--- src/core/cmpc_unused_placeholder_none.sv ---
// intentionally empty: no further design files
`timescale 1ns/1ps
`default_nettype none
`default_nettype wire

--- src/core/cmpc_pkg.sv ---
// package of the execution-context control block: register offsets, field positions,
// reset values, commands, priorities and the execution-mode type.
// assumes a 32-bit APB register port with byte addresses in the low 12 bits.
package cmpc_pkg;

  // ==========================================================================
  // register offsets
  localparam logic [11:0] PSW_OFFSET = 12'h000;
  localparam logic [11:0] CMD_OFFSET = 12'h010;
  localparam logic [11:0] STAT_OFFSET = 12'h014;
  localparam logic [11:0] FAULT_OFFSET = 12'h018;

  // ==========================================================================
  // status word fields: lower half
  localparam int C_BIT = 0;
  localparam int Z_BIT = 1;
  localparam int N_BIT = 2;
  localparam int V_BIT = 3;
  localparam int Q_BIT = 4;
  localparam int L_BIT = 5;
  localparam int T_BIT = 14;
  localparam int R_BIT = 15;
  localparam int CC_W = 5;

  // status word fields: upper half
  localparam int GM_BIT = 16;
  localparam int I0M_BIT = 17;
  localparam int IRQ_LEVELS = 4;
  localparam int EM_BIT = 21;
  localparam int MODE_LSB = 22;
  localparam int MODE_W = 3;
  localparam int DBG_BIT = 26;
  localparam int SEC_BIT = 31;

  localparam logic [31:0] LOWER_WR_MASK = 32'h0000_C03F;
  localparam logic [31:0] UPPER_WR_MASK = 32'h01FF_0000;
  localparam logic [31:0] UPPER_HALF = 32'hFFFF_0000;
  localparam logic [31:0] IRQ_MASK_BITS = 32'h001E_0000;
  // supervisor mode with the global interrupt mask set
  localparam logic [31:0] PSW_RESET = 32'h0041_0000;

  // ==========================================================================
  // status and fault register fields
  localparam int STAT_MODE_LSB = 0;
  localparam int STAT_PRIV_BIT = 4;
  localparam int STAT_DBG_BIT = 5;
  localparam int STAT_SEC_BIT = 6;
  localparam int STAT_EXC_PEND_BIT = 8;
  localparam int STAT_NMI_PEND_BIT = 9;
  localparam int FAULT_W = 4;
  localparam int FAULT_INSTR_BIT = 0;
  localparam int FAULT_SYSREG_BIT = 1;
  localparam int FAULT_MEM_BIT = 2;
  localparam int FAULT_SEC_BIT = 3;
  localparam logic [FAULT_W-1:0] FAULT_RESET = 4'h0;

  // ==========================================================================
  // software commands, written to the command register
  localparam logic [3:0] CMD_SCALL = 4'h1;
  localparam logic [3:0] CMD_RETE = 4'h2;
  localparam logic [3:0] CMD_RETD = 4'h3;
  localparam logic [3:0] CMD_SS_ENTER = 4'h4;
  localparam logic [3:0] CMD_SS_EXIT = 4'h5;

  // ==========================================================================
  // event priorities, 1 is highest, none for supervisor and application
  localparam logic [2:0] PRIO_NMI = 3'h1;
  localparam logic [2:0] PRIO_EXC = 3'h2;
  localparam logic [2:0] PRIO_INT0 = 3'h6;
  localparam logic [2:0] PRIO_NONE = 3'h7;

  typedef enum logic [MODE_W-1:0] {
    mode_app,
    mode_sup,
    mode_int0,
    mode_int1,
    mode_int2,
    mode_int3,
    mode_exc,
    mode_nmi
  } cmpc_mode_type;

endpackage

--- src/core/cmpc_top.sv ---
// execution-context control: status word, mode priorities, privilege checks,
// debug state and secure state, with an APB slave for software access.
// assumes irq, nmi and debug request arrive from pins; core checks come on sys_clk.
//
// What this block does
// - status word is two 16-bit halves with distinct purposes.
// - lower half holds C Z N V Q flags plus R, T, L bits.
// - upper half holds mode, state and interrupt level masks.
// - event ranks fixed: NMI 1, exception 2, interrupts 3..0 at 3..6.
// - supervisor privileged, application unprivileged; neither has a rank.
// - only a higher-priority mode may preempt the running mode.
// - mode changes on software request, external interrupt or exception.
// - application mode refuses privileged instructions.
// - application mode blocks protected system registers and upper status half.
// - application mode denies protected memory accesses.
// - all other modes are privileged with full access.
// - reset leaves the core in supervisor mode.
// - debug state gives full register access including status word.
// - debug state allows privileged instructions.
// - entering debug sets every interrupt level mask.
// - in debug, clearing a level mask bit re-enables that level.
// - return-from-debug command leaves debug state.
// - secure state isolates secure resources from other code.
`timescale 1ns/1ps
`default_nettype none

module cmpc_top (
  input wire logic sys_clk,
  input wire logic rst,
  // apb slave
  input wire logic psel,
  input wire logic penable,
  input wire logic pwrite,
  input wire logic [11:0] paddr,
  input wire logic [31:0] pwdata,
  input wire logic [3:0] pstrb,
  output logic [31:0] prdata,
  output logic pready,
  output logic pslverr,
  // event sources from pins
  input wire logic [cmpc_pkg::IRQ_LEVELS-1:0] irq_pin,
  input wire logic nmi_pin,
  input wire logic dbg_req_pin,
  // event and flag sources from the core
  input wire logic exc_req,
  input wire logic cc_we,
  input wire logic [cmpc_pkg::CC_W-1:0] cc_in,
  // access checks from the core
  input wire logic instr_valid,
  input wire logic instr_priv,
  input wire logic sysreg_valid,
  input wire logic sysreg_priv,
  input wire logic mem_valid,
  input wire logic mem_protected,
  input wire logic mem_secure,
  output logic instr_deny,
  output logic sysreg_deny,
  output logic mem_deny,
  // context state
  output logic [31:0] psw_out,
  output logic [cmpc_pkg::MODE_W-1:0] cur_mode,
  output logic privileged,
  output logic in_debug,
  output logic in_secure,
  output logic event_taken
);
  import cmpc_pkg::*;

  // ==========================================================================
  // state
  logic [31:0] psw;
  logic [31:0] saved_psw [0:7];
  logic [31:0] dbg_saved_psw;
  logic exc_pend;
  logic nmi_pend;
  logic [FAULT_W-1:0] faults;
  logic [IRQ_LEVELS-1:0] irq_meta, irq_sync;
  logic nmi_meta, nmi_sync, nmi_prev;
  logic dbg_meta, dbg_sync, dbg_prev;

  logic [31:0] next_psw;
  logic [31:0] next_saved_psw [0:7];
  logic [31:0] next_dbg_saved_psw;
  logic next_exc_pend;
  logic next_nmi_pend;
  logic [FAULT_W-1:0] next_faults;
  logic [IRQ_LEVELS-1:0] next_irq_meta, next_irq_sync;
  logic next_nmi_meta, next_nmi_sync, next_nmi_prev;
  logic next_dbg_meta, next_dbg_sync, next_dbg_prev;
  logic [31:0] next_prdata;
  logic next_instr_deny, next_sysreg_deny, next_mem_deny, next_event_taken;

  cmpc_mode_type mode;
  logic debug;
  logic secure;
  logic priv;
  logic [2:0] cur_prio;
  logic take_valid;
  cmpc_mode_type take_mode;
  logic dbg_take;
  logic nmi_rise;
  logic apb_wr;
  logic [3:0] cmd_code;
  logic psw_upper_ok;

  function automatic logic [2:0] cmpc_prio(input cmpc_mode_type m);
    logic [2:0] p;
    p = PRIO_NONE;
    case (m)
      mode_nmi: p = PRIO_NMI;
      mode_exc: p = PRIO_EXC;
      mode_int3: p = PRIO_INT0 - 3'h3;
      mode_int2: p = PRIO_INT0 - 3'h2;
      mode_int1: p = PRIO_INT0 - 3'h1;
      mode_int0: p = PRIO_INT0;
      default: p = PRIO_NONE;
    endcase
    return p;
  endfunction

  // ==========================================================================
  // decoded context
  assign mode = cmpc_mode_type'(psw[MODE_LSB +: MODE_W]);
  assign debug = psw[DBG_BIT];
  assign secure = psw[SEC_BIT];
  // debug state counts as privileged whatever the mode field says
  assign priv = (mode != mode_app) || debug;
  assign cur_prio = cmpc_prio(mode);
  assign nmi_rise = nmi_sync && !nmi_prev;
  assign dbg_take = dbg_sync && !dbg_prev && !debug;
  assign psw_upper_ok = priv;

  // ==========================================================================
  // event selection, highest priority first
  always_comb begin
    logic [2:0] lvl_prio;
    lvl_prio = PRIO_NONE;
    take_valid = 1'b0;
    take_mode = mode_app;
    if (nmi_pend && (PRIO_NMI < cur_prio)) begin
      take_valid = 1'b1;
      take_mode = mode_nmi;
    end else if (exc_pend && (PRIO_EXC < cur_prio)) begin
      take_valid = 1'b1;
      take_mode = mode_exc;
    end else begin
      for (int l = IRQ_LEVELS - 1; l >= 0; l--) begin
        lvl_prio = PRIO_INT0 - 3'(l);
        if (!take_valid && irq_sync[l] && !psw[GM_BIT] && !psw[I0M_BIT + l] && (lvl_prio < cur_prio)) begin
          take_valid = 1'b1;
          take_mode = cmpc_mode_type'(3'(mode_int0) + 3'(l));
        end
      end
    end
  end

  // ==========================================================================
  // apb handshake: an event entry stalls the access so no write is lost
  assign pready = !(take_valid || dbg_take);
  assign apb_wr = psel && penable && pwrite && pready;
  assign cmd_code = pwdata[3:0];

  always_comb begin
    pslverr = 1'b0;
    if (psel && penable) begin
      case (paddr)
        PSW_OFFSET: pslverr = pwrite && !psw_upper_ok && (pstrb[3:2] != 2'b00);
        CMD_OFFSET: begin
          if (pwrite) begin
            case (cmd_code)
              CMD_SCALL: pslverr = 1'b0;
              CMD_RETE: pslverr = !priv || (mode == mode_app);
              CMD_RETD: pslverr = !debug;
              CMD_SS_ENTER: pslverr = !priv;
              CMD_SS_EXIT: pslverr = !secure;
              default: pslverr = 1'b1;
            endcase
          end
        end
        STAT_OFFSET: pslverr = pwrite;
        FAULT_OFFSET: pslverr = 1'b0;
        default: pslverr = 1'b1;
      endcase
    end
  end

  // ==========================================================================
  // read data, sampled every cycle of a read so it is stable in the access phase
  always_comb begin
    next_prdata = prdata;
    if (psel && !pwrite) begin
      case (paddr)
        PSW_OFFSET: next_prdata = psw_upper_ok ? psw : (psw & ~UPPER_HALF);
        STAT_OFFSET: begin
          next_prdata = 32'h0000_0000;
          next_prdata[STAT_MODE_LSB +: MODE_W] = psw[MODE_LSB +: MODE_W];
          next_prdata[STAT_PRIV_BIT] = priv;
          next_prdata[STAT_DBG_BIT] = debug;
          next_prdata[STAT_SEC_BIT] = secure;
          next_prdata[STAT_EXC_PEND_BIT] = exc_pend;
          next_prdata[STAT_NMI_PEND_BIT] = nmi_pend;
        end
        FAULT_OFFSET: next_prdata = {28'h000_0000, faults};
        default: next_prdata = 32'h0000_0000;
      endcase
    end
  end

  // ==========================================================================
  // status word, saved contexts, pending events and faults
  always_comb begin
    logic [31:0] wmask;
    wmask = 32'h0000_0000;
    next_psw = psw;
    next_saved_psw = saved_psw;
    next_dbg_saved_psw = dbg_saved_psw;
    next_event_taken = 1'b0;
    if (cc_we) begin
      next_psw[CC_W-1:0] = cc_in;
    end
    if (dbg_take) begin
      next_dbg_saved_psw = psw;
      // built on next_psw so a flag update in the same cycle survives the entry
      next_psw = next_psw | IRQ_MASK_BITS;
      next_psw[DBG_BIT] = 1'b1;
    end else if (take_valid) begin
      next_saved_psw[take_mode] = psw;
      next_psw[MODE_LSB +: MODE_W] = 3'(take_mode);
      next_event_taken = 1'b1;
    end else if (apb_wr && !pslverr) begin
      case (paddr)
        PSW_OFFSET: begin
          wmask = {{8{pstrb[3]}}, {8{pstrb[2]}}, {8{pstrb[1]}}, {8{pstrb[0]}}};
          wmask = wmask & (LOWER_WR_MASK | (psw_upper_ok ? UPPER_WR_MASK : 32'h0000_0000));
          // clearing a level mask here is how the monitor re-opens a level
          next_psw = (next_psw & ~wmask) | (pwdata & wmask);
        end
        CMD_OFFSET: begin
          case (cmd_code)
            CMD_SCALL: begin
              next_saved_psw[mode_sup] = psw;
              next_psw[MODE_LSB +: MODE_W] = 3'(mode_sup);
            end
            CMD_RETE: next_psw = saved_psw[mode];
            CMD_RETD: next_psw = dbg_saved_psw;
            CMD_SS_ENTER: next_psw[SEC_BIT] = 1'b1;
            CMD_SS_EXIT: next_psw[SEC_BIT] = 1'b0;
            default: next_psw = psw;
          endcase
        end
        default: next_psw = psw;
      endcase
    end
  end

  always_comb begin
    // a new request in the cycle it is taken stays pending
    next_exc_pend = (exc_pend && !(take_valid && (take_mode == mode_exc))) || exc_req;
    next_nmi_pend = (nmi_pend && !(take_valid && (take_mode == mode_nmi))) || nmi_rise;
    next_faults = faults;
    if (apb_wr && (paddr == FAULT_OFFSET)) begin
      next_faults = faults & ~pwdata[FAULT_W-1:0];
    end
    if (instr_valid && instr_priv && !priv) begin
      next_faults[FAULT_INSTR_BIT] = 1'b1;
    end
    if (sysreg_valid && sysreg_priv && !priv) begin
      next_faults[FAULT_SYSREG_BIT] = 1'b1;
    end
    if (mem_valid && mem_protected && !priv) begin
      next_faults[FAULT_MEM_BIT] = 1'b1;
    end
    if (mem_valid && mem_secure && !secure) begin
      next_faults[FAULT_SEC_BIT] = 1'b1;
    end
    if (psel && penable && pready && pwrite && (paddr == CMD_OFFSET) && pslverr && !priv) begin
      next_faults[FAULT_INSTR_BIT] = 1'b1;
    end
  end

  always_ff @(posedge sys_clk or posedge rst) begin
    if (rst) begin
      psw <= PSW_RESET;
      for (int i = 0; i < 8; i++) begin
        saved_psw[i] <= PSW_RESET;
      end
      dbg_saved_psw <= PSW_RESET;
      exc_pend <= 1'b0;
      nmi_pend <= 1'b0;
      faults <= FAULT_RESET;
      event_taken <= 1'b0;
    end else begin
      psw <= next_psw;
      saved_psw <= next_saved_psw;
      dbg_saved_psw <= next_dbg_saved_psw;
      exc_pend <= next_exc_pend;
      nmi_pend <= next_nmi_pend;
      faults <= next_faults;
      event_taken <= next_event_taken;
    end
  end

  // ==========================================================================
  // pin synchronisers; only the second stage and the nmi and debug edge-detect stages are looked at
  always_comb begin
    next_irq_meta = irq_pin;
    next_irq_sync = irq_meta;
    next_nmi_meta = nmi_pin;
    next_nmi_sync = nmi_meta;
    next_nmi_prev = nmi_sync;
    next_dbg_meta = dbg_req_pin;
    next_dbg_sync = dbg_meta;
    next_dbg_prev = dbg_sync;
  end

  always_ff @(posedge sys_clk or posedge rst) begin
    if (rst) begin
      irq_meta <= '0;
      irq_sync <= '0;
      nmi_meta <= 1'b0;
      nmi_sync <= 1'b0;
      nmi_prev <= 1'b0;
      dbg_meta <= 1'b0;
      dbg_sync <= 1'b0;
      dbg_prev <= 1'b0;
    end else begin
      irq_meta <= next_irq_meta;
      irq_sync <= next_irq_sync;
      nmi_meta <= next_nmi_meta;
      nmi_sync <= next_nmi_sync;
      nmi_prev <= next_nmi_prev;
      dbg_meta <= next_dbg_meta;
      dbg_sync <= next_dbg_sync;
      dbg_prev <= next_dbg_prev;
    end
  end

  // ==========================================================================
  // access checks, answered one cycle after the request
  always_comb begin
    next_instr_deny = instr_valid && instr_priv && !priv;
    next_sysreg_deny = sysreg_valid && sysreg_priv && !priv;
    // secure resources stay closed even to debug and system modes
    next_mem_deny = mem_valid && ((mem_protected && !priv) || (mem_secure && !secure));
  end

  always_ff @(posedge sys_clk or posedge rst) begin
    if (rst) begin
      instr_deny <= 1'b0;
      sysreg_deny <= 1'b0;
      mem_deny <= 1'b0;
      prdata <= 32'h0000_0000;
    end else begin
      instr_deny <= next_instr_deny;
      sysreg_deny <= next_sysreg_deny;
      mem_deny <= next_mem_deny;
      prdata <= next_prdata;
    end
  end

  // ==========================================================================
  // context outputs
  assign psw_out = psw;
  assign cur_mode = psw[MODE_LSB +: MODE_W];
  assign privileged = priv;
  assign in_debug = debug;
  assign in_secure = secure;

endmodule

`default_nettype wire

--- config.mk ---
export PLATFORM = sky130hd
export DESIGN_NAME = cmpc_top
export DESIGN_NICKNAME = d
export VERILOG_FILES = /design/src/core/cmpc_unused_placeholder_none.sv /design/src/core/cmpc_pkg.sv /design/src/core/cmpc_top.sv
export SDC_FILE = /design/constraint.sdc
export NUM_CORES = 1
export LEC_CHECK = 0
export ABC_CLOCK_PERIOD_IN_PS = 11600
export BUFFER_PORTS_ARGS = -buffer_cell sky130_fd_sc_hd__buf_2
export CAP_MARGIN = 20
export CORE_MARGIN = 2
export CORE_UTILIZATION = 35
export CTS_CLUSTER_DIAMETER = 40
export DETAILED_ROUTE_END_ITERATION = 12
export GPL_ROUTABILITY_DRIVEN = 0
export PLACE_DENSITY_LB_ADDON = 0.3
export SLEW_MARGIN = 20
export SYNTH_ARGS = -nofsm -noshare
export SYNTH_HDL_FRONTEND = slang
export SYNTH_SLANG_ARGS = --single-unit
--- constraint.sdc ---
create_clock -name sys_clk -period 11.6 [get_ports sys_clk]
set_input_delay 1.16 -clock sys_clk [delete_from_list [all_inputs] [get_ports sys_clk]]
set_output_delay 1.16 -clock sys_clk [all_outputs]
set_load 0.03 [all_outputs]
==> results by group <==
Drt
  • Post-DR wirelength/cell: 22.0 um
  • DRC errors left: 0
  • Drt total wl: 44,800 um
  • Antenna-violating nets left: 0
  • Met3 wire len: 2660 um
  • Wire length on met2: 19,900 um
  • Vias: 10.9k
  • DRT iter0 DRCs: 817
  • M1 WL: 21,300 um
  • Vias per std cell: 5.38
  • Max Used Layer: met4
  • Drt pass-1 iters: 5

Setup path
  • Kind of end point of the critical path: output pin
  • Crit Path Max Fanout: 59
  • Flop2flop setup slack: 7430 ps
  • Critical path class: flip-flop to output pin
  • Worst EP arrival: 3630 ps
  • Crit path launch type: flip-flop
  • Worst R2R Start: psw_out[22]$_DFFE_PP1P_
  • CP required: 10,440 ps
  • Register-to-Register Path Depth: 7

Synth
  • Post-Synthesis Net Count: 1,379
  • Yosys reg bits: 376
  • Synthesized cell area: 17,100 um2
  • FFs w/ async S/R, synth: 100%
  • Post-synth EDFFs: 0
  • Post-synth cell types: 67
  • Top FF cell, synth: dfrtp_1
  • Total of warnings raised by yosys: 0
  • Mean Syn Cell Area: 13.1 um2
  • Cells after Synth: 1,306
  • Sequential share of the synthesized area: 55.2%

Power
  • Switching power total: 1.22 mW
  • Clock Power Share: 41.0%
  • Static leakage: 9.35 nW
  • Comb pwr share: 20.9%
  • Power, Total: 4.07 mW
  • Int Power: 2.85 mW
  • Part of the power in registers: 38.1%
  • Sw Share: 29.9%
  • Power Dens Cells: 204 nW/um2
  • Worst VDD drop: 123 uV

Floorplan
  • Initial Utilization: 35.6%
  • Core ar.: 47,900 um2
  • Die height: 225 um
  • IO Pins: 149
  • Die Area: 50,600 um2
  • Die width: 225 um
  • Row cnt: 80

Placement
  • IO buf count: 133
  • DPL Wire Length: 26,500 um
  • Placed Cells incl. Taps: 1,935

Global route
  • GRT Util Overall: 17.8%
  • Vias in the first global route: 11.3k
  • Total grt overflow: 0
  • First-pass GRT wire length: 69,200 um
  • Pin count of the biggest net entering global routing: 144
  • Initial antenna violation count: 0

Timing
  • Slew Viols, Final: 0
  • Fin. Hold Viols: 0
  • Endpoints failing setup: 0
  • Hold WS: 354 ps
  • Worst-margin pin slew: 949 ps
  • Period minus WS final: 4790 ps
  • Setup TNS: 0 ps
  • Achievable frequency: 0.209 GHz
  • Slew margin rel.: 36.8%
  • Period utilization: 41.3%
  • Layout Skew: 17.8 ps
  • RSZ-0062 raised after global routing: no

Clocking
  • CTS tree: built
  • Root Driver: clkbuf_16
  • Clock Latency Late Sink: 560 ps
  • Post-cts repair resize count: 0
  • CTS buffer count: 51
  • Longest Clk Path Bufs: 3
  • Worst-path clk slew: 60 ps
  • Hold buffers post-CTS: 0
  • # H-tree levels: 2
  • Clock Sinks: 376
  • Post-CTS Setup Repair Bufs: 0

Min path
  • Hold Crit Depth: 0
  • Hold_sp: irq_meta[1]$_DFF_PP0_
  • HP Class: flip-flop to flip-flop
  • Hold Crit Endpoint: irq_sync[1]$_DFF_PP0_

Job
  • Max Cap Violations: 0

Finish
  • Multi-input logic area: 6990 um2
  • Final Core Density: 41.7%
  • Share of cells above drive strength 1: 40.4%
  • Non-filler cells, final: 2,031
  • Reg area: 9440 um2
  • # nets final: 1,447
  • Fillers: 4,466
  • Antenna cells: 0
  • Area Overhead vs Synth: 17.0%

Run status
  • Status: completed
## registers in the layout, indices dropped and copies added (netlist names), named ones only
name	flops
saved_psw	256
dbg_saved_psw	32
prdata	32
psw_out	27
faults	4
irq_meta	4
irq_sync	4
dbg_meta	1
dbg_prev	1
dbg_sync	1
event_taken	1
exc_pend	1
instr_deny	1
mem_deny	1
next_nmi_prev	1
next_nmi_sync	1
nmi_pend	1
nmi_prev	1
sysreg_deny	1
## layout make-up
| class | count | area share [%] |
|---|---|---|
| sequential | 376 | 47.3 |
| multi-input combinational | 774 | 35.0 |
| clock buffer | 70 | 7.41 |
| timing repair buffer | 159 | 4.43 |
| tap | 615 | 3.85 |
| clock inverter | 25 | 1.81 |
| inverter | 12 | 0.288 |
## synthesized netlist by cell type, drive strengths merged (12+ instances only)
| cell type | number | area [um2] |
|---|---|---|
| a22oi | 17 | 128 |
| and3 | 12 | 75.1 |
| a31oi | 14 | 93.8 |
| dfrtp | 356 | 8910 |
| nor2 | 44 | 173 |
| a22o | 14 | 123 |
| nand2 | 131 | 492 |
| mux2 | 252 | 2840 |
| buf | 66 | 375 |
| nor2b | 16 | 100 |
| o21ai | 55 | 275 |
| dfstp | 20 | 526 |
| mux4 | 64 | 1440 |
| clkbuf | 78 | 293 |
| a21oi | 33 | 184 |
| mux2i | 22 | 220 |
## power by group through the flow
stage          logic (mW)  registers, mW  clock network (mW)
6_report            0.852           1.55                1.67
5_1_grt             0.910           1.57                1.76
2_1_floorplan       0.670           1.50                   0
4_1_cts             0.856           1.56                1.70
3_5_place_dp        0.855           1.58                   0
3_3_place_gp        0.845           1.57                   0
## logic make-up after synthesis
kind of cell | after synthesis | share of synthesized area, %
buffers and inverters | 156 | 4.18
AND/OR/NAND/NOR | 268 | 7.67
flip-flops | 376 | 55.2
XOR/XNOR | 1 | 0.0513
multiplexers | 338 | 26.3
AO/OA/AOI/OAI | 167 | 6.53
## layout by cell type (no fill, tap or decap), types with 5 or more instances in the layout
cell,n
mux4_2,64
a22o_1,14
nor2_1,40
buf_2,133
a211oi_1,6
a221oi_1,7
nand3_1,10
clkbuf_1,8
clkbuf_8,9
nor2b_1,15
mux2_2,216
a31oi_1,13
a21oi_1,30
and2_1,7
and3_1,12
mux2_1,36
dfrtp_1,355
dfstp_2,19
o21ai_0,53
clkbuf_16,53
mux2i_1,22
nand2_1,130
nor3_1,6
buf_4,24
inv_1,9
a22oi_1,17
bufinv_16,7
nor4_1,5
or3_1,7
inv_8,5
## worst max-delay path, cell delays in order, from the launching register on
cell and delay (ps):
dfrtp_4 630, buf_4 470, or3_4 520, nor2_4 210, inv_2 150, o31ai_4 310
and4_1 230, a41oi_1 60, a21oi_1 220, buf_2 240
## how the worst max path moves through the flow
stage                            startpoint   endpoint  slack, ps
floorplan                               rst  async pin         30
global placement    psw_out[23]$_DFFE_PP0P_    pslverr       7390
detailed placement  psw_out[23]$_DFFE_PP0P_    pslverr       7390
CTS                 psw_out[23]$_DFFE_PP0P_    pslverr       6770
global route        psw_out[23]$_DFFE_PP0P_    pslverr       6700
finish              psw_out[23]$_DFFE_PP0P_    pslverr       6810
## per-layer routing
metal  vias to the layer above  GRT usage, %
met5                         -             0
met4                         0          4.68
met3                        66          3.52
met2                       301          27.3
met1                      5736          25.9
li1                       4827             -
## stage by stage
stage	setup WS (ps)	area [um2]
detailed placement	7390	18100
global placement	7390	18100
floorplan	29.1	17100
finish	6810	20000
global route	6700	20000
CTS	6770	19900
(Power assumes the default switching activity.)
